--- config.mk ---
export PLATFORM = sky130hd
export DESIGN_NAME = half_bridge_gate_control
export DESIGN_NICKNAME = d
export VERILOG_FILES = /design/src/core/hb_pkg.sv /design/src/core/pin_sync.sv /design/src/core/half_bridge_gate_control.sv
export SDC_FILE = /design/constraint.sdc
export NUM_CORES = 1
export LEC_CHECK = 0
export BUFFER_PORTS_ARGS = -buffer_cell sky130_fd_sc_hd__buf_2
export CAP_MARGIN = 10
export CORE_MARGIN = 5
export CORE_UTILIZATION = 53
export DETAILED_ROUTE_END_ITERATION = 10
export PLACE_DENSITY = 0.89
export SLEW_MARGIN = 10
export SYNTH_ARGS = -nofsm -noshare
export SYNTH_HDL_FRONTEND = slang
export SYNTH_SLANG_ARGS = --single-unit
--- constraint.sdc ---
create_clock -name SYS_CLK -period 7.6 [get_ports SYS_CLK]
set_clock_uncertainty 0.2 [all_clocks]
set_input_delay 0.38 -clock SYS_CLK [delete_from_list [all_inputs] [get_ports SYS_CLK]]
set_output_delay 0.38 -clock SYS_CLK [all_outputs]
set_load 0.05 [all_outputs]
--- src/core/hb_pkg.sv ---
// Purpose: Shared constants and types for the half-bridge gate control block
// Assumes: 20 MHz system clock, registers on Avalon-MM with byte addresses
// Notes:   Times are kept in their own unit; the release cycle count is derived here, dead-time cycles in the gate control
package hb_pkg;

    // ------------------------------------------------------------------
    // Timing
    // ------------------------------------------------------------------
    localparam int unsigned CLK_HZ             = 20_000_000;
    localparam int unsigned CLK_PERIOD_NS      = 1_000_000_000 / CLK_HZ;
    localparam int unsigned CLK_PERIOD_PS      = CLK_PERIOD_NS * 1000;
    localparam int unsigned DT_BASE_PS         = 32_000;
    localparam int unsigned DT_SLOPE_PS_PER_K  = 440;
    localparam int unsigned DT_OPEN_PS         = 250_000;
    localparam int unsigned DT_RES_MAX_KOHM    = 99;
    localparam int unsigned FAULT_RELEASE_US   = 100;
    localparam int unsigned FAULT_RELEASE_CYC  = FAULT_RELEASE_US * (CLK_HZ / 1_000_000);
    localparam int unsigned DT_CNT_W           = 8;
    localparam int unsigned REL_CNT_W          = 12;

    // ------------------------------------------------------------------
    // Register map
    // ------------------------------------------------------------------
    localparam logic [4:0] ADDR_DT_CFG     = 5'h00;
    localparam logic [4:0] ADDR_STATUS     = 5'h04;
    localparam logic [4:0] ADDR_IRQ_STATUS = 5'h08;
    localparam logic [4:0] ADDR_IRQ_MASK   = 5'h0C;
    localparam logic [4:0] ADDR_DT_CYCLES  = 5'h10;

    localparam int unsigned DT_MODE_LSB    = 0;
    localparam int unsigned DT_RES_LSB     = 8;
    localparam int unsigned IRQ_W          = 3;
    localparam int unsigned IRQ_FAULT_SET  = 0;
    localparam int unsigned IRQ_FAULT_REL  = 1;
    localparam int unsigned IRQ_THERMAL    = 2;

    typedef enum logic [1:0]
    {
        DT_MODE_RESISTOR = 2'h0,
        DT_MODE_SHORTED  = 2'h1,
        DT_MODE_OPEN     = 2'h2
    } deadtime_set_type;

    localparam deadtime_set_type DT_MODE_RESET = DT_MODE_OPEN;
    localparam logic [6:0]       DT_RES_RESET  = 7'h00;
    localparam logic [IRQ_W-1:0] IRQ_MASK_RESET = 3'h0;

    // ------------------------------------------------------------------
    // Pin flags, in the order they pass the synchroniser
    // ------------------------------------------------------------------
    localparam int unsigned PIN_W = 9;

    typedef struct packed
    {
        logic pwm_above_high;   // Input above high-side turn-on threshold
        logic pwm_below_low;    // Input below low-side turn-on threshold
        logic enable;           // Enable pin high
        logic supply_lockout;   // Main supply under or over window
        logic high_uv;          // High-side floating supply undervoltage
        logic low_uv;           // Low-side floating supply undervoltage
        logic thermal;          // Thermal shutdown comparator
        logic high_vgs_low;     // High-side MOSFET gate-source is low
        logic low_vgs_low;      // Low-side MOSFET gate-source is low
    } pin_in_type;

    typedef struct packed
    {
        logic       read;
        logic       write;
        logic [4:0] address;
        logic [3:0] byteenable;
        logic [31:0] writedata;
    } avs_req_type;

endpackage

--- src/core/pin_sync.sv ---
// Purpose: Two-flop synchroniser for a vector of asynchronous pin flags
// Assumes: Each bit is an independent level
// Notes:   First stage is read only by the second stage
module pin_sync
#(
    parameter int unsigned WIDTH = 1
)
(
    input  wire logic             SYS_CLK,  // System clock
    input  wire logic             RST_N,    // Synchronous reset, active low
    input  wire logic [WIDTH-1:0] ASYNC_IN, // Raw pin levels
    output logic      [WIDTH-1:0] SYNC_OUT  // Synchronised levels
);

    logic [WIDTH-1:0] meta_ff;
    logic [WIDTH-1:0] sync_ff;

    always_ff @(posedge SYS_CLK)
    begin
        if (!RST_N)
        begin
            meta_ff <= '0;
            sync_ff <= '0;
        end
        else
        begin
            meta_ff <= ASYNC_IN;
            sync_ff <= meta_ff;
        end
    end

    assign SYNC_OUT = sync_ff;

endmodule

--- src/core/half_bridge_gate_control.sv ---
// Purpose: Gate command, dead-time, interlock and fault flag of a half-bridge driver
// Assumes: Analog comparators arrive as asynchronous flags; registers on Avalon-MM
// Notes:   Gate outputs turn off one cycle after the synchronised inputs settle, and turn on only after the dead-time count
module half_bridge_gate_control
(
    input  wire logic              SYS_CLK,           // System clock, 20 MHz
    input  wire logic              RST_N,             // Synchronous reset, active low
    input  wire hb_pkg::pin_in_type PIN_IN,           // Raw comparator and pin flags
    output logic                   HIGH_GATE_OUT,     // High-side gate command
    output logic                   LOW_GATE_OUT,      // Low-side gate command
    output logic                   FAULT_N_OUT,       // Fault pin output level
    output logic                   FAULT_N_OE_N,      // Fault pin enable, low drives pin
    output logic                   IRQ,               // Level interrupt
    input  wire logic [4:0]        AVS_ADDRESS,       // Byte address
    input  wire logic              AVS_READ,          // Read strobe
    input  wire logic              AVS_WRITE,         // Write strobe
    input  wire logic [3:0]        AVS_BYTEENABLE,    // Byte lanes
    input  wire logic [31:0]       AVS_WRITEDATA,     // Write data
    output logic [31:0]            AVS_READDATA,      // Read data
    output logic                   AVS_WAITREQUEST    // Stall
);
    import hb_pkg::*;

    // ------------------------------------------------------------------
    // Types and signals
    // ------------------------------------------------------------------
    typedef enum logic [4:0]
    {
        ST_OFF     = 5'b00001,
        ST_DT_HIGH = 5'b00010,
        ST_HIGH_ON = 5'b00100,
        ST_DT_LOW  = 5'b01000,
        ST_LOW_ON  = 5'b10000
    } gate_state_type;

    pin_in_type            pin_sync_w;
    avs_req_type           req;
    gate_state_type        state_ff;
    gate_state_type        nxt_state;
    logic [DT_CNT_W-1:0]   dt_cnt_ff;
    logic [DT_CNT_W-1:0]   nxt_dt_cnt;
    logic [DT_CNT_W-1:0]   dt_load;
    logic                  high_gate_ff;
    logic                  low_gate_ff;
    logic                  fault_ff;
    logic [REL_CNT_W-1:0]  rel_cnt_ff;
    logic                  fault_now;
    logic                  gate_block;
    logic                  want_high;
    logic                  want_low;
    deadtime_set_type      dt_mode_ff;
    logic [6:0]            dt_res_ff;
    logic [IRQ_W-1:0]      irq_status_ff;
    logic [IRQ_W-1:0]      irq_mask_ff;
    logic [IRQ_W-1:0]      irq_event;
    logic                  thermal_d_ff;
    logic                  ack_ff;
    logic [31:0]           rdata_ff;
    logic                  irq_ff;
    logic                  wr_take;

    // ------------------------------------------------------------------
    // Pin synchroniser
    // ------------------------------------------------------------------
    pin_sync
    #(
        .WIDTH (PIN_W)
    )
    u_pin_sync
    (
        .SYS_CLK  (SYS_CLK),
        .RST_N    (RST_N),
        .ASYNC_IN (PIN_IN),
        .SYNC_OUT (pin_sync_w)
    );

    // ------------------------------------------------------------------
    // Dead-time from setting
    // ------------------------------------------------------------------
    function automatic logic [DT_CNT_W-1:0] dt_cycles(input deadtime_set_type mode, input logic [6:0] res_k);
        int unsigned ps;
        int unsigned k;
        ps = DT_BASE_PS;
        k  = (int'(res_k) > DT_RES_MAX_KOHM) ? DT_RES_MAX_KOHM : int'(res_k);
        case (mode)
            DT_MODE_SHORTED:  ps = DT_BASE_PS;
            DT_MODE_OPEN:     ps = DT_OPEN_PS;
            default:          ps = k * DT_SLOPE_PS_PER_K + DT_BASE_PS;
        endcase
        // Round up so the gap is never shorter than programmed
        dt_cycles = DT_CNT_W'((ps + CLK_PERIOD_PS - 1) / CLK_PERIOD_PS);
    endfunction

    assign dt_load = dt_cycles(dt_mode_ff, dt_res_ff);

    // ------------------------------------------------------------------
    // Drive conditions
    // ------------------------------------------------------------------
    assign gate_block = !pin_sync_w.enable || pin_sync_w.supply_lockout || pin_sync_w.thermal;

    // Middle band: neither threshold crossed, so no side is wanted
    assign want_high = !gate_block && pin_sync_w.pwm_above_high && !pin_sync_w.high_uv;
    assign want_low  = !gate_block && pin_sync_w.pwm_below_low && !pin_sync_w.pwm_above_high
                       && !pin_sync_w.low_uv;

    // ------------------------------------------------------------------
    // Gate state machine
    // ------------------------------------------------------------------
    always_comb
    begin
        nxt_state  = state_ff;
        nxt_dt_cnt = dt_cnt_ff;
        case (state_ff)
            ST_OFF:
            begin
                if (want_high)
                begin
                    nxt_state  = ST_DT_HIGH;
                    nxt_dt_cnt = dt_load;
                end
                else if (want_low)
                begin
                    nxt_state  = ST_DT_LOW;
                    nxt_dt_cnt = dt_load;
                end
            end
            ST_DT_HIGH:
            begin
                if (!want_high)
                begin
                    nxt_state  = ST_OFF;
                    nxt_dt_cnt = '0;
                end
                else if (dt_cnt_ff != '0)
                begin
                    nxt_dt_cnt = dt_cnt_ff - 1'b1;
                end
                else if (pin_sync_w.low_vgs_low && !low_gate_ff)
                begin
                    nxt_state = ST_HIGH_ON;
                end
            end
            ST_HIGH_ON:
            begin
                if (!want_high)
                begin
                    nxt_state = ST_OFF;
                end
            end
            ST_DT_LOW:
            begin
                if (!want_low)
                begin
                    nxt_state  = ST_OFF;
                    nxt_dt_cnt = '0;
                end
                else if (dt_cnt_ff != '0)
                begin
                    nxt_dt_cnt = dt_cnt_ff - 1'b1;
                end
                else if (pin_sync_w.high_vgs_low && !high_gate_ff)
                begin
                    nxt_state = ST_LOW_ON;
                end
            end
            ST_LOW_ON:
            begin
                if (!want_low)
                begin
                    nxt_state = ST_OFF;
                end
            end
            default:
            begin
                nxt_state  = ST_OFF;
                nxt_dt_cnt = '0;
            end
        endcase
    end

    always_ff @(posedge SYS_CLK)
    begin
        if (!RST_N)
        begin
            state_ff  <= ST_OFF;
            dt_cnt_ff <= '0;
        end
        else
        begin
            state_ff  <= nxt_state;
            dt_cnt_ff <= nxt_dt_cnt;
        end
    end

    // Gate outputs, registered from the next state
    always_ff @(posedge SYS_CLK)
    begin
        if (!RST_N)
        begin
            high_gate_ff <= 1'b0;
            low_gate_ff  <= 1'b0;
        end
        else
        begin
            high_gate_ff <= (nxt_state == ST_HIGH_ON);
            low_gate_ff  <= (nxt_state == ST_LOW_ON);
        end
    end

    assign HIGH_GATE_OUT = high_gate_ff;
    assign LOW_GATE_OUT  = low_gate_ff;

    // ------------------------------------------------------------------
    // Fault flag and release delay
    // ------------------------------------------------------------------
    assign fault_now = pin_sync_w.supply_lockout || pin_sync_w.high_uv || pin_sync_w.low_uv
                       || pin_sync_w.thermal;

    always_ff @(posedge SYS_CLK)
    begin
        if (!RST_N)
        begin
            fault_ff   <= 1'b1;
            rel_cnt_ff <= '0;
        end
        else if (fault_now)
        begin
            fault_ff   <= 1'b1;
            rel_cnt_ff <= '0;
        end
        else if (fault_ff)
        begin
            if (rel_cnt_ff == REL_CNT_W'(FAULT_RELEASE_CYC - 1))
            begin
                fault_ff   <= 1'b0;
                rel_cnt_ff <= '0;
            end
            else
            begin
                rel_cnt_ff <= rel_cnt_ff + 1'b1;
            end
        end
    end

    // Open drain: pin level fixed low, only the enable moves
    assign FAULT_N_OUT  = 1'b0;
    assign FAULT_N_OE_N = !fault_ff;

    // ------------------------------------------------------------------
    // Interrupts
    // ------------------------------------------------------------------
    always_ff @(posedge SYS_CLK)
    begin
        if (!RST_N)
        begin
            thermal_d_ff <= 1'b0;
        end
        else
        begin
            thermal_d_ff <= pin_sync_w.thermal;
        end
    end

    always_comb
    begin
        irq_event                = '0;
        irq_event[IRQ_FAULT_SET] = fault_now && !fault_ff;
        irq_event[IRQ_FAULT_REL] = !fault_now && fault_ff && (rel_cnt_ff == REL_CNT_W'(FAULT_RELEASE_CYC - 1));
        irq_event[IRQ_THERMAL]   = pin_sync_w.thermal && !thermal_d_ff;
    end

    // Set beats a same-cycle write-one clear
    always_ff @(posedge SYS_CLK)
    begin
        if (!RST_N)
        begin
            irq_status_ff <= '0;
        end
        else if (wr_take && req.address == ADDR_IRQ_STATUS && req.byteenable[0])
        begin
            irq_status_ff <= (irq_status_ff & ~req.writedata[IRQ_W-1:0]) | irq_event;
        end
        else
        begin
            irq_status_ff <= irq_status_ff | irq_event;
        end
    end

    always_ff @(posedge SYS_CLK)
    begin
        if (!RST_N)
        begin
            irq_ff <= 1'b0;
        end
        else
        begin
            irq_ff <= |(irq_status_ff & irq_mask_ff);
        end
    end

    assign IRQ = irq_ff;

    // ------------------------------------------------------------------
    // Avalon-MM slave, one wait cycle per access
    // ------------------------------------------------------------------
    assign req.read       = AVS_READ;
    assign req.write      = AVS_WRITE;
    assign req.address    = AVS_ADDRESS;
    assign req.byteenable = AVS_BYTEENABLE;
    assign req.writedata  = AVS_WRITEDATA;

    assign AVS_WAITREQUEST = (req.read || req.write) && !ack_ff;
    assign wr_take         = req.write && ack_ff;

    always_ff @(posedge SYS_CLK)
    begin
        if (!RST_N)
        begin
            ack_ff <= 1'b0;
        end
        else
        begin
            ack_ff <= (req.read || req.write) && !ack_ff;
        end
    end

    always_ff @(posedge SYS_CLK)
    begin
        if (!RST_N)
        begin
            dt_mode_ff  <= DT_MODE_RESET;
            dt_res_ff   <= DT_RES_RESET;
            irq_mask_ff <= IRQ_MASK_RESET;
        end
        else if (wr_take)
        begin
            if (req.address == ADDR_DT_CFG)
            begin
                if (req.byteenable[0])
                begin
                    dt_mode_ff <= deadtime_set_type'(req.writedata[DT_MODE_LSB +: 2]);
                end
                if (req.byteenable[1])
                begin
                    dt_res_ff <= req.writedata[DT_RES_LSB +: 7];
                end
            end
            else if (req.address == ADDR_IRQ_MASK && req.byteenable[0])
            begin
                irq_mask_ff <= req.writedata[IRQ_W-1:0];
            end
        end
    end

    // Read data captured in the wait cycle, stands while waitrequest is low
    always_ff @(posedge SYS_CLK)
    begin
        if (!RST_N)
        begin
            rdata_ff <= '0;
        end
        else if (req.read && !ack_ff)
        begin
            if (req.address == ADDR_DT_CFG)
            begin
                rdata_ff <= {17'h00000, dt_res_ff, 6'h00, dt_mode_ff};
            end
            else if (req.address == ADDR_STATUS)
            begin
                rdata_ff <= {15'h0000, state_ff, pin_sync_w, low_gate_ff, high_gate_ff, fault_ff};
            end
            else if (req.address == ADDR_IRQ_STATUS)
            begin
                rdata_ff <= {29'h00000000, irq_status_ff};
            end
            else if (req.address == ADDR_IRQ_MASK)
            begin
                rdata_ff <= {29'h00000000, irq_mask_ff};
            end
            else if (req.address == ADDR_DT_CYCLES)
            begin
                rdata_ff <= {24'h000000, dt_load};
            end
            else
            begin
                rdata_ff <= 32'h00000000;
            end
        end
    end

    assign AVS_READDATA = rdata_ff;

endmodule

==> metrics.txt, run 1 <==
run status=complete, no violations; chip width=118 µm; global-route total usage across every layer=22.2%; dominant combinational cell family by area after synthesis=simple AND/OR/NAND/NOR gates; antenna violations before repair=0; Pwr per Cell Area=144 mW/mm²; sink of the worst hold path=u_pin_sync.meta_ff[2]; routability-driven placement congestion ratio=0.960; number of pins exceeding their max-slew limit in the final report=0; wire length reported by the detailed router=16.0 mm; most common cell in the netlist=sky130_fd_sc_hd__dfxtp_1; sequential cell area fraction in the yosys report=26.1%; dominant cell type by area after synthesis=sky130_fd_sc_hd__dfxtp_1; dominant cells by area after synthesis=sky130_fd_sc_hd__dfxtp_1 (26%), sky130_fd_sc_hd__ha_1 (6.6%), sky130_fd_sc_hd__nor2_1 (4.3%); share of power burned in the clock network=46.6%; Filler Cell Count=916; diode count=0; First DRT Iteration DRCs=511; synthesized cell area=0.00621 mm²; gate count after technology mapping=771; Yosys reg bits=81; setup repair after global routing missed its margin=true; number of synthesis warnings=0; maximum clock frequency=134 MHz; # setup viols final=0; IR Drop Worst-Case VDD=0.235 mV; combinational fraction of design power=9.4%; Adder-Cell Fraction of Synth Area=10.8%; worst slack at placement=0.0854 ns; Sequential Area=0.00162 mm²; data required time of the worst path=7.68 ns; Hold/Removal Path Class=in -> reg; Worst setup SP type=flop; fraction of power spent switching nets=24.2%; grt total ovfl=0; Setup Crit Path Kind=reg -> reg; number of levels the H-tree was split into=3; initial standard-cell utilization of the core=54.2%; complex-gate fraction of the synthesized area=21.5%; internal power=762 µW; Die Outline Area=0.0140 mm²; Post-synth ARST share=0%; Yosys top cell area share=26.1%; most instantiated flip-flop cell in the synthesis netlist=sky130_fd_sc_hd__dfxtp_1; Worst Hold Margin=0.0440 ns; number of detailed-routing iterations run before antenna repair=5; quantity of hold-fixing buffers added after cts=0; worst-path maximum fanout=11; area used by multi-input combinational logic=0.00430 mm²; CTS tree=done; number of cells after detailed placement=947; clock tree buffer depth=2; power share of the sequential group=44.0%; Simple-Gate Fraction of Synth Area=25.0%; final critical delay including setup and external delays=7.49 ns; Register-to-Register Setup Slack=0.11 ns; EDFF count, synth=0; synthesized area per cell=8.05 µm²; Clock Pin Slew Worst Setup and Hold Paths=0.06 ns; kind of end point of the critical path=flop; list of most frequent post-synthesis cells=sky130_fd_sc_hd__dfxtp_1 (81), sky130_fd_sc_hd__nor2_1 (71), sky130_fd_sc_hd__nand2_1 (51), sky130_fd_sc_hd__inv_1 (42); Top-Level Pins=92; share of the clock period used by the worst path after layout=98.5%; post-route DRC violation count=0; capturing point of the worst reg2reg path=AVS_READDATA[1]; via/cell ratio=6.10; post-DR wirelength/cell=16.6 µm; input/output buffers=51; NetSw=243 µW; MaxCap Viol Count=0; cell count of the worst reg-to-reg path=27; Distinct cells, synth=80; number of clock buffers inserted by TritonCTS=9; total vias in the final route=5890; TritonCTS sink count=81; HPWL Detailed=11.7 mm; total leakage power=2.99 nW; # nets final=917; core region area=0.0115 mm²; cell count of the worst hold path=2; maximum number of pins on one net before global-route repair=67; number of global-route vias before repair=5629; Placed Instance Area=0.00658 mm²; post-synthesis share of cell area spent on xor and xnor gates=5.22%; critical register-to-register path startpoint=dt_res_ff[2]; layout cells sized above 1=13.3%; CTS root buffer=sky130_fd_sc_hd__clkbuf_16; clock latency reported for the late side of the worst-skew pair=0.34 ns; first-pass GRT wire length=26.6 mm; cell row count=39; final setup margin=0.114 ns; HP Start=PIN_IN[2]; share of cell area taken by muxes after synthesis=4.57%; ANT nets after route=0; Final Non-Filler Cells=965; post-layout total power=1.00 mW; synthesis-to-finish area growth=12.5%; Chip Height=118 µm; Critical Path AT=7.56 ns; summed area of non-filler cells in the final layout=0.00699 mm²; final number of hold-violating endpoints=0; Slew HR=18.9%; Worst Tran Pin Value=1.21 ns
[metal layers]
metal	share of wire (%)	track usage [%]	up-vias
li1	-	-	2828
met1	41	28.0	2709
met5	0	0	-
met2	47	37.2	293
met4	3.6	9.39	0
met3	7.7	4.25	60
[cells in the final DEF (no fill, tap or decap), types with 16 or more instances in the layout]
| cell type | netlist | layout |
|---|---|---|
| sky130_fd_sc_hd__dfxtp_1 | 81 | 81 |
| sky130_fd_sc_hd__nor2_1 | 71 | 69 |
| sky130_fd_sc_hd__nand2_1 | 51 | 51 |
| sky130_fd_sc_hd__buf_2 | 2 | 51 |
| sky130_fd_sc_hd__inv_1 | 42 | 42 |
| sky130_fd_sc_hd__nor2b_1 | 36 | 36 |
| sky130_fd_sc_hd__a21oi_1 | 36 | 35 |
| sky130_fd_sc_hd__ha_1 | 33 | 33 |
| sky130_fd_sc_hd__nand3_1 | 30 | 30 |
| sky130_fd_sc_hd__and2_1 | 27 | 27 |
| sky130_fd_sc_hd__mux2i_1 | 25 | 24 |
| sky130_fd_sc_hd__o21ai_0 | 26 | 24 |
| sky130_fd_sc_hd__nor3_1 | 21 | 20 |
| sky130_fd_sc_hd__xor2_1 | 20 | 19 |
| sky130_fd_sc_hd__buf_4 | 16 | 18 |
| sky130_fd_sc_hd__xnor2_1 | 17 | 17 |
| sky130_fd_sc_hd__conb_1 | 1 | 16 |
[critical path, cell delays in order, from the launching register on]
cell and delay [ns]:
sky130_fd_sc_hd__dfxtp_1 0.36, sky130_fd_sc_hd__o311a_1 0.41, sky130_fd_sc_hd__or2_2 0.35, sky130_fd_sc_hd__ha_1 0.37, sky130_fd_sc_hd__ha_1 0.34, sky130_fd_sc_hd__fa_1 0.50, sky130_fd_sc_hd__ha_1 0.29, sky130_fd_sc_hd__a211oi_4 0.32
sky130_fd_sc_hd__nor2_1 0.12, sky130_fd_sc_hd__xor2_1 0.16, sky130_fd_sc_hd__ha_1 0.28, sky130_fd_sc_hd__or3_1 0.35, sky130_fd_sc_hd__a21oi_1 0.27, sky130_fd_sc_hd__o31ai_1 0.19, sky130_fd_sc_hd__a21oi_1 0.17, sky130_fd_sc_hd__nand3_1 0.16
sky130_fd_sc_hd__buf_4 0.22, sky130_fd_sc_hd__a311o_1 0.36, sky130_fd_sc_hd__a211oi_2 0.28, sky130_fd_sc_hd__nor2_1 0.15, sky130_fd_sc_hd__a2111oi_4 0.34, sky130_fd_sc_hd__o221ai_2 0.17, sky130_fd_sc_hd__buf_4 0.16, sky130_fd_sc_hd__a31o_1 0.21
sky130_fd_sc_hd__and2_1 0.21, sky130_fd_sc_hd__o21ai_1 0.15, sky130_fd_sc_hd__o2111ai_1 0.14, sky130_fd_sc_hd__a21boi_1 0.18
[cells by family (layout without fill, tap and decap cells)]
family | count (synthesis) | in the layout
xor+xnor | 37 | 37
buf+inv | 94 | 130
other cells | 1 | 16
fa+ha+maj | 46 | 46
simple gates | 300 | 300
flops | 81 | 81
compound gates | 184 | 184
mux | 28 | 28
[worst max path at each step]
stage | start | slack (ns) | endpoint | cells after the start
4_1_cts | dt_res_ff[2] | 0.06 | AVS_READDATA[0] | 25
6_report | dt_res_ff[2] | 0.11 | AVS_READDATA[1] | 27
2_1_floorplan | dt_res_ff[2] | 0.31 | AVS_READDATA[1] | 25
5_1_grt | dt_res_ff[2] | -0.18 | AVS_READDATA[1] | 27
3_5_place_dp | dt_res_ff[2] | 0.09 | AVS_READDATA[0] | 25
3_3_place_gp | dt_res_ff[2] | 0.19 | AVS_READDATA[0] | 25
[sequential cells by signal, summed over array words and instances, names as in the netlist, 3 cells and up]
name	cells
AVS_READDATA	17
dt_cnt_ff	8
dt_res_ff	7
irq_mask_ff	3
irq_status_ff	3
rel_cnt_ff	12
state_ff	5
u_pin_sync.SYNC_OUT	9
u_pin_sync.meta_ff	9
[through the flow]
step                      util (%)  setup TNS (ns)
final                         60.9               0
after detailed placement      57.4               0
after CTS                     60.2               0
after global routing          60.9          -0.523
after floorplan                  -               0
after global placement        57.4               0
[layout make-up]
class / instances / share of cell area (%)
clock inverters: 4 / 1.09
multi-input cells: 611 / 61.5
flip-flops and latches: 81 / 23.2
well taps: 143 / 2.56
repair buffers: 70 / 5.75
inverters: 44 / 2.36
clock buffers: 12 / 3.53
[timing repair]
| item | CTS | global route |
|---|---|---|
| setup endpoints to repair | 0 | 4 |
| gates resized for setup | 0 | 19 |
| buffers inserted | 0 | 2 |
[power groups by stage]
stage / combinational (mW) / clock (mW) / sequential (mW)
2_1_floorplan: 0.0745 / 0 / 0.451
3_3_place_gp: 0.0898 / 0 / 0.450
3_5_place_dp: 0.0915 / 0 / 0.451
4_1_cts: 0.0925 / 0.473 / 0.441
5_1_grt: 0.103 / 0.493 / 0.443
6_report: 0.0944 / 0.468 / 0.442
(Power assumes the default switching activity.)
==> inputs of run 2 (changes only) <==
- CTS_BUF_LIST: not set -> sky130_fd_sc_hd__clkbuf_16
==> metrics.txt, run 2 (synthesized netlist as in run 1, its figures left out) <==
via/cell ratio=6.12; total vias in the final route=5906; quantity of hold-fixing buffers added after cts=0; final number of hold-violating endpoints=0; CTS root buffer=sky130_fd_sc_hd__clkbuf_16; internal power=749 µW; HP Start=PIN_IN[2]; IR Drop Worst-Case VDD=0.213 mV; power share of the sequential group=44.5%; diode count=0; fraction of power spent switching nets=24.6%; Worst Tran Pin Value=1.20 ns; Sequential Area=0.00162 mm²; First DRT Iteration DRCs=561; cell count of the worst reg-to-reg path=27; leading cell type in the layout, fill and taps excluded=sky130_fd_sc_hd__dfxtp_1; post-layout total power=993 µW; Slew HR=19.5%; antenna violations before repair=0; data required time of the worst path=7.68 ns; combinational fraction of design power=9.5%; run status=complete, no violations; Pwr per Cell Area=142 mW/mm²; chip width=118 µm; CTS tree=done; NetSw=244 µW; ANT nets after route=0; Die Outline Area=0.0140 mm²; layout cells sized above 1=13.1%; worst-path maximum fanout=11; grt total ovfl=0; critical register-to-register path startpoint=dt_res_ff[2]; number of global-route vias before repair=5628; final critical delay including setup and external delays=7.49 ns; clock latency reported for the late side of the worst-skew pair=0.34 ns; input/output buffers=51; top library cells by usage in the layout, fill and taps aside=sky130_fd_sc_hd__dfxtp_1 (81), sky130_fd_sc_hd__nor2_1 (69), sky130_fd_sc_hd__nand2_1 (51), sky130_fd_sc_hd__buf_2 (51), sky130_fd_sc_hd__inv_1 (44); core region area=0.0115 mm²; Setup Crit Path Kind=reg -> reg; number of levels the H-tree was split into=3; worst slack at placement=0.0854 ns; maximum clock frequency=133 MHz; initial standard-cell utilization of the core=54.2%; Worst setup SP type=flop; cell row count=39; Hold/Removal Path Class=in -> reg; share of power burned in the clock network=46.0%; routability-driven placement congestion ratio=0.960; Critical Path AT=7.57 ns; # setup viols final=0; synthesis-to-finish area growth=12.4%; Register-to-Register Setup Slack=0.11 ns; area used by multi-input combinational logic=0.00430 mm²; kind of end point of the critical path=flop; Worst Hold Margin=0.0436 ns; capturing point of the worst reg2reg path=AVS_READDATA[1]; HPWL Detailed=11.7 mm; number of pins exceeding their max-slew limit in the final report=0; wire length reported by the detailed router=16.1 mm; global-route total usage across every layer=22.2%; post-route DRC violation count=0; Top-Level Pins=92; total leakage power=2.99 nW; TritonCTS sink count=81; share of the core filled with cells=60.8%; sink of the worst hold path=u_pin_sync.meta_ff[2]; MaxCap Viol Count=0; maximum number of pins on one net before global-route repair=67; # nets final=917; number of detailed-routing iterations run before antenna repair=10; first-pass GRT wire length=26.6 mm; Filler Cell Count=921; final setup margin=0.107 ns; number of clock buffers inserted by TritonCTS=9; clock tree buffer depth=2; setup repair after global routing missed its margin=true; post-DR wirelength/cell=16.6 µm; Chip Height=118 µm; cell count of the worst hold path=2; Clock Pin Slew Worst Setup and Hold Paths=0.06 ns; share of the clock period used by the worst path after layout=98.6%; max reg flops=17
## run 2: changes by cell type in the layout (fill, tap and decap cells not counted)
cell | previous run | this run
sky130_fd_sc_hd__inv_1 | 42 | 44
sky130_fd_sc_hd__clkbuf_1 | 2 | 0
sky130_fd_sc_hd__clkinv_1 | 2 | 3
sky130_fd_sc_hd__clkbuf_8 | 1 | 0
## run 2: area by class of cell
| cell class | instances | area share [%] |
|---|---|---|
| Clock buffer | 9 | 3.23 |
| Clock inverter | 7 | 1.26 |
| Sequential cell | 81 | 23.2 |
| Timing Repair Buffer | 70 | 5.76 |
| Inverter | 44 | 2.37 |
| Multi-Input combinational cell | 611 | 61.6 |
| Tap cell | 143 | 2.56 |
## run 2: worst max-delay path: stages (launching register included)
cell and delay (ns):
sky130_fd_sc_hd__dfxtp_1 0.36, sky130_fd_sc_hd__o311a_1 0.41, sky130_fd_sc_hd__or2_2 0.35, sky130_fd_sc_hd__ha_1 0.37, sky130_fd_sc_hd__ha_1 0.34, sky130_fd_sc_hd__fa_1 0.50, sky130_fd_sc_hd__ha_1 0.29, sky130_fd_sc_hd__a211oi_4 0.32
sky130_fd_sc_hd__nor2_1 0.12, sky130_fd_sc_hd__xor2_1 0.16, sky130_fd_sc_hd__ha_1 0.27, sky130_fd_sc_hd__or3_1 0.34, sky130_fd_sc_hd__a21oi_1 0.29, sky130_fd_sc_hd__o31ai_1 0.18, sky130_fd_sc_hd__a21oi_1 0.16, sky130_fd_sc_hd__nand3_1 0.16
sky130_fd_sc_hd__buf_4 0.22, sky130_fd_sc_hd__a311o_1 0.36, sky130_fd_sc_hd__a211oi_2 0.28, sky130_fd_sc_hd__nor2_1 0.14, sky130_fd_sc_hd__a2111oi_4 0.33, sky130_fd_sc_hd__o221ai_2 0.17, sky130_fd_sc_hd__buf_4 0.16, sky130_fd_sc_hd__a31o_1 0.21
sky130_fd_sc_hd__and2_1 0.21, sky130_fd_sc_hd__o21ai_1 0.18, sky130_fd_sc_hd__o2111ai_1 0.15, sky130_fd_sc_hd__a21boi_1 0.18
## run 2: through the flow
| step | TNS (ns) | instances | instance area (µm²) |
|---|---|---|---|
| floorplan | 0 | 786 | 6270 |
| global placement | 0 | 947 | 6580 |
| detailed placement | 0 | 947 | 6580 |
| CTS | 0 | 963 | 6890 |
| global route | -0.524 | 965 | 6980 |
| finish | 0 | 965 | 6980 |
## run 2: what timing repair did
action	CTS	global route
buffers inserted	0	2
setup endpoints to repair	0	4
gates resized for setup	0	19
## run 2: worst max path at each step
stage / cells after the start / slack (ns) / endpoint / from
2_1_floorplan: 25 / 0.31 / AVS_READDATA[1] / dt_res_ff[2]
3_3_place_gp: 25 / 0.19 / AVS_READDATA[0] / dt_res_ff[2]
3_5_place_dp: 25 / 0.09 / AVS_READDATA[0] / dt_res_ff[2]
4_1_cts: 25 / 0.06 / AVS_READDATA[0] / dt_res_ff[2]
5_1_grt: 27 / -0.18 / AVS_READDATA[1] / dt_res_ff[2]
6_report: 27 / 0.11 / AVS_READDATA[1] / dt_res_ff[2]
## run 2: power by group through the flow
stage / clock [mW] / combinational (mW) / sequential (mW)
2_1_floorplan: 0 / 0.0745 / 0.451
3_3_place_gp: 0 / 0.0898 / 0.450
3_5_place_dp: 0 / 0.0915 / 0.451
4_1_cts: 0.459 / 0.0924 / 0.441
5_1_grt: 0.481 / 0.103 / 0.443
6_report: 0.457 / 0.0947 / 0.442
## run 2: routing by layer
metal / vias up / share of wire [%] / global-route usage [%]
met5: - / 0 / 0
met4: 0 / 3.5 / 9.39
met1: 2758 / 42 / 28.0
met3: 53 / 6.7 / 4.25
li1: 2832 / - / -
met2: 263 / 48 / 37.2
==> inputs of run 3 (changes only) <==
--- a/config.mk
+++ b/config.mk
@@ -8,3 +8,2 @@
 export BUFFER_PORTS_ARGS = -buffer_cell sky130_fd_sc_hd__buf_2
-export CAP_MARGIN = 10
 export CORE_MARGIN = 5
@@ -13,2 +12,3 @@
 export DETAILED_ROUTE_END_ITERATION = 10
+export MAX_ROUTING_LAYER = met4
 export PLACE_DENSITY = 0.89
==> constraint.sdc (replaced) <==
create_clock -name SYS_CLK -period 7.6 [get_ports SYS_CLK]
set_clock_uncertainty 0.2 [all_clocks]
set_input_delay 0.76 -clock SYS_CLK [delete_from_list [all_inputs] [get_ports SYS_CLK]]
set_output_delay 0.76 -clock SYS_CLK [all_outputs]
set_load 0.05 [all_outputs]
==> metrics.txt, run 3 (synthesized netlist as in run 1, its figures left out) <==
fraction of power spent switching nets=25.0%; maximum number of pins on one net before global-route repair=67; number of levels the H-tree was split into=3; antenna violations before repair=0; # nets final=919; Critical Path AT=7.47 ns; share of power burned in the clock network=43.8%; summed area of non-filler cells in the final layout=0.00704 mm²; run status=complete, no violations; wire length reported by the detailed router=15.8 mm; combinational fraction of design power=9.9%; number of detailed-routing iterations run before antenna repair=7; first-pass GRT wire length=26.0 mm; ANT nets after route=0; synthesis-to-finish area growth=13.4%; Pwr per Cell Area=135 mW/mm²; cell row count=39; CTS root buffer=sky130_fd_sc_hd__clkbuf_16; IR Drop Worst-Case VDD=0.186 mV; Worst Hold Margin=0.233 ns; global-route total usage across every layer=22.3%; Placed Instance Area=0.00657 mm²; Hold/Removal Path Class=reg -> reg; kind of end point of the critical path=flop; core region area=0.0115 mm²; initial standard-cell utilization of the core=54.2%; total leakage power=3.01 nW; input/output buffers=51; layout cells sized above 1=13.8%; number of pins exceeding their max-slew limit in the final report=0; maximum clock frequency=135 MHz; Slew HR=22.8%; Worst Tran Pin Value=1.15 ns; share of the clock period used by the worst path after layout=97.5%; HPWL Detailed=11.4 mm; power share of the sequential group=46.3%; TritonCTS sink count=81; leading cell type in the layout, fill and taps excluded=sky130_fd_sc_hd__dfxtp_1; max reg flops=17; post-route setup TNS=0 ns; # setup viols final=0; Clock Pin Slew Worst Setup and Hold Paths=0.06 ns; number of global-route vias before repair=5638; critical path's top delay family=compound AO/OA/AOI/OAI gates; worst-path maximum fanout=5; quantity of hold-fixing buffers added after cts=0; MaxCap Viol Count=0; Setup Crit Path Kind=reg -> reg; clock latency reported for the late side of the worst-skew pair=0.34 ns; post-route DRC violation count=0; Filler Cell Count=905; chip width=118 µm; top library cells by usage in the layout, fill and taps aside=sky130_fd_sc_hd__dfxtp_1 (81), sky130_fd_sc_hd__nor2_1 (70), sky130_fd_sc_hd__nand2_1 (51), sky130_fd_sc_hd__buf_2 (51), sky130_fd_sc_hd__inv_1 (44); routability-driven placement congestion ratio=0.958; critical path's largest stage delay=0.55 ns; data required time of the worst path=7.67 ns; final critical delay including setup and external delays=7.41 ns; total vias in the final route=6010; Worst setup SP type=flop; NetSw=238 µW; Die Outline Area=0.0140 mm²; via/cell ratio=6.22; internal power=716 µW; number of clock buffers inserted by TritonCTS=9; Crit-path slowest cell=sky130_fd_sc_hd__fa_1; number of buffers and inverters on the critical path=4; grt total ovfl=0; share of the core filled with cells=61.4%; First DRT Iteration DRCs=449; CTS tree=done; post-layout total power=954 µW; post-DR wirelength/cell=16.4 µm; Top-Level Pins=92; diode count=0; clock tree buffer depth=2; Chip Height=118 µm; final number of hold-violating endpoints=0
-- run 3: cell count changes in the layout (fill, tap and decap cells not counted), moves of 2 or more --
cell                      delta
sky130_fd_sc_hd__buf_4       +3
sky130_fd_sc_hd__or3_1       -2
sky130_fd_sc_hd__o21ai_1     -2
sky130_fd_sc_hd__o21ai_0     +2
sky130_fd_sc_hd__or3_4       +2
-- run 3: final timing paths --
kind	from	end	slack (ns)	depth (start not counted)
setup reg to reg	dt_res_ff[2]	AVS_READDATA[1]	0.19	26
hold / removal	u_pin_sync.meta_ff[6]	u_pin_sync.SYNC_OUT[6]	0.23	1
hold reg to reg	u_pin_sync.meta_ff[6]	u_pin_sync.SYNC_OUT[6]	0.23	1
setup / recovery	dt_res_ff[2]	AVS_READDATA[1]	0.19	26
-- run 3: worst reg2reg max path: stages (launching register included) --
cell and delay, ns:
sky130_fd_sc_hd__dfxtp_1 0.36, sky130_fd_sc_hd__o311a_1 0.41, sky130_fd_sc_hd__or2_2 0.34, sky130_fd_sc_hd__ha_1 0.23, sky130_fd_sc_hd__inv_1 0.09, sky130_fd_sc_hd__fa_1 0.45, sky130_fd_sc_hd__fa_1 0.55, sky130_fd_sc_hd__inv_1 0.04
sky130_fd_sc_hd__ha_1 0.35, sky130_fd_sc_hd__nor2_1 0.17, sky130_fd_sc_hd__a211oi_2 0.08, sky130_fd_sc_hd__or3_1 0.41, sky130_fd_sc_hd__a2111o_1 0.47, sky130_fd_sc_hd__or3_1 0.40, sky130_fd_sc_hd__and3_1 0.24, sky130_fd_sc_hd__a311oi_4 0.30
sky130_fd_sc_hd__buf_4 0.23, sky130_fd_sc_hd__mux2i_2 0.36, sky130_fd_sc_hd__o31ai_4 0.15, sky130_fd_sc_hd__buf_4 0.18, sky130_fd_sc_hd__a32oi_1 0.17, sky130_fd_sc_hd__nand3_1 0.19, sky130_fd_sc_hd__a31o_1 0.23, sky130_fd_sc_hd__and2_1 0.21
sky130_fd_sc_hd__o21ai_1 0.16, sky130_fd_sc_hd__o2111ai_1 0.15, sky130_fd_sc_hd__a21boi_1 0.20
-- run 3: area by class of cell --
class	count	area (µm²)	share of cell area, %
repair buffers	72	413	5.86
well taps	143	179	2.54
multi-input cells	611	4370	62.1
clock inverters	7	63.8	0.906
inverters	44	165	2.35
flip-flops and latches	81	1620	23.0
clock buffers	9	225	3.20
-- run 3: per-layer routing --
layer / share of wire, % / global-route usage (%)
met2: 48 / 37.0
met3: 7.5 / 3.96
met5: 0 / -
met1: 41 / 26.8
met4: 3.9 / 9.18
-- run 3: metrics by stage --
step,std cells,setup WS (ns)
3_5_place_dp,946,0.0988
2_1_floorplan,786,0.312
4_1_cts,962,0.0372
3_3_place_gp,946,0.230
5_1_grt,967,-0.0713
6_report,967,0.191
-- run 3: what timing repair did --
item,in CTS,in global routing
resized for setup,0,25
endpoints found under the setup margin,0,4
buffers inserted,0,5
-- run 3: power by group through the flow --
stage / clock network [mW] / logic [mW] / registers, mW
final: 0.418 / 0.0942 / 0.442
after global routing: 0.440 / 0.103 / 0.443
after CTS: 0.423 / 0.0919 / 0.441
after detailed placement: 0 / 0.0916 / 0.450
after global placement: 0 / 0.0899 / 0.450
after floorplan: 0 / 0.0745 / 0.451
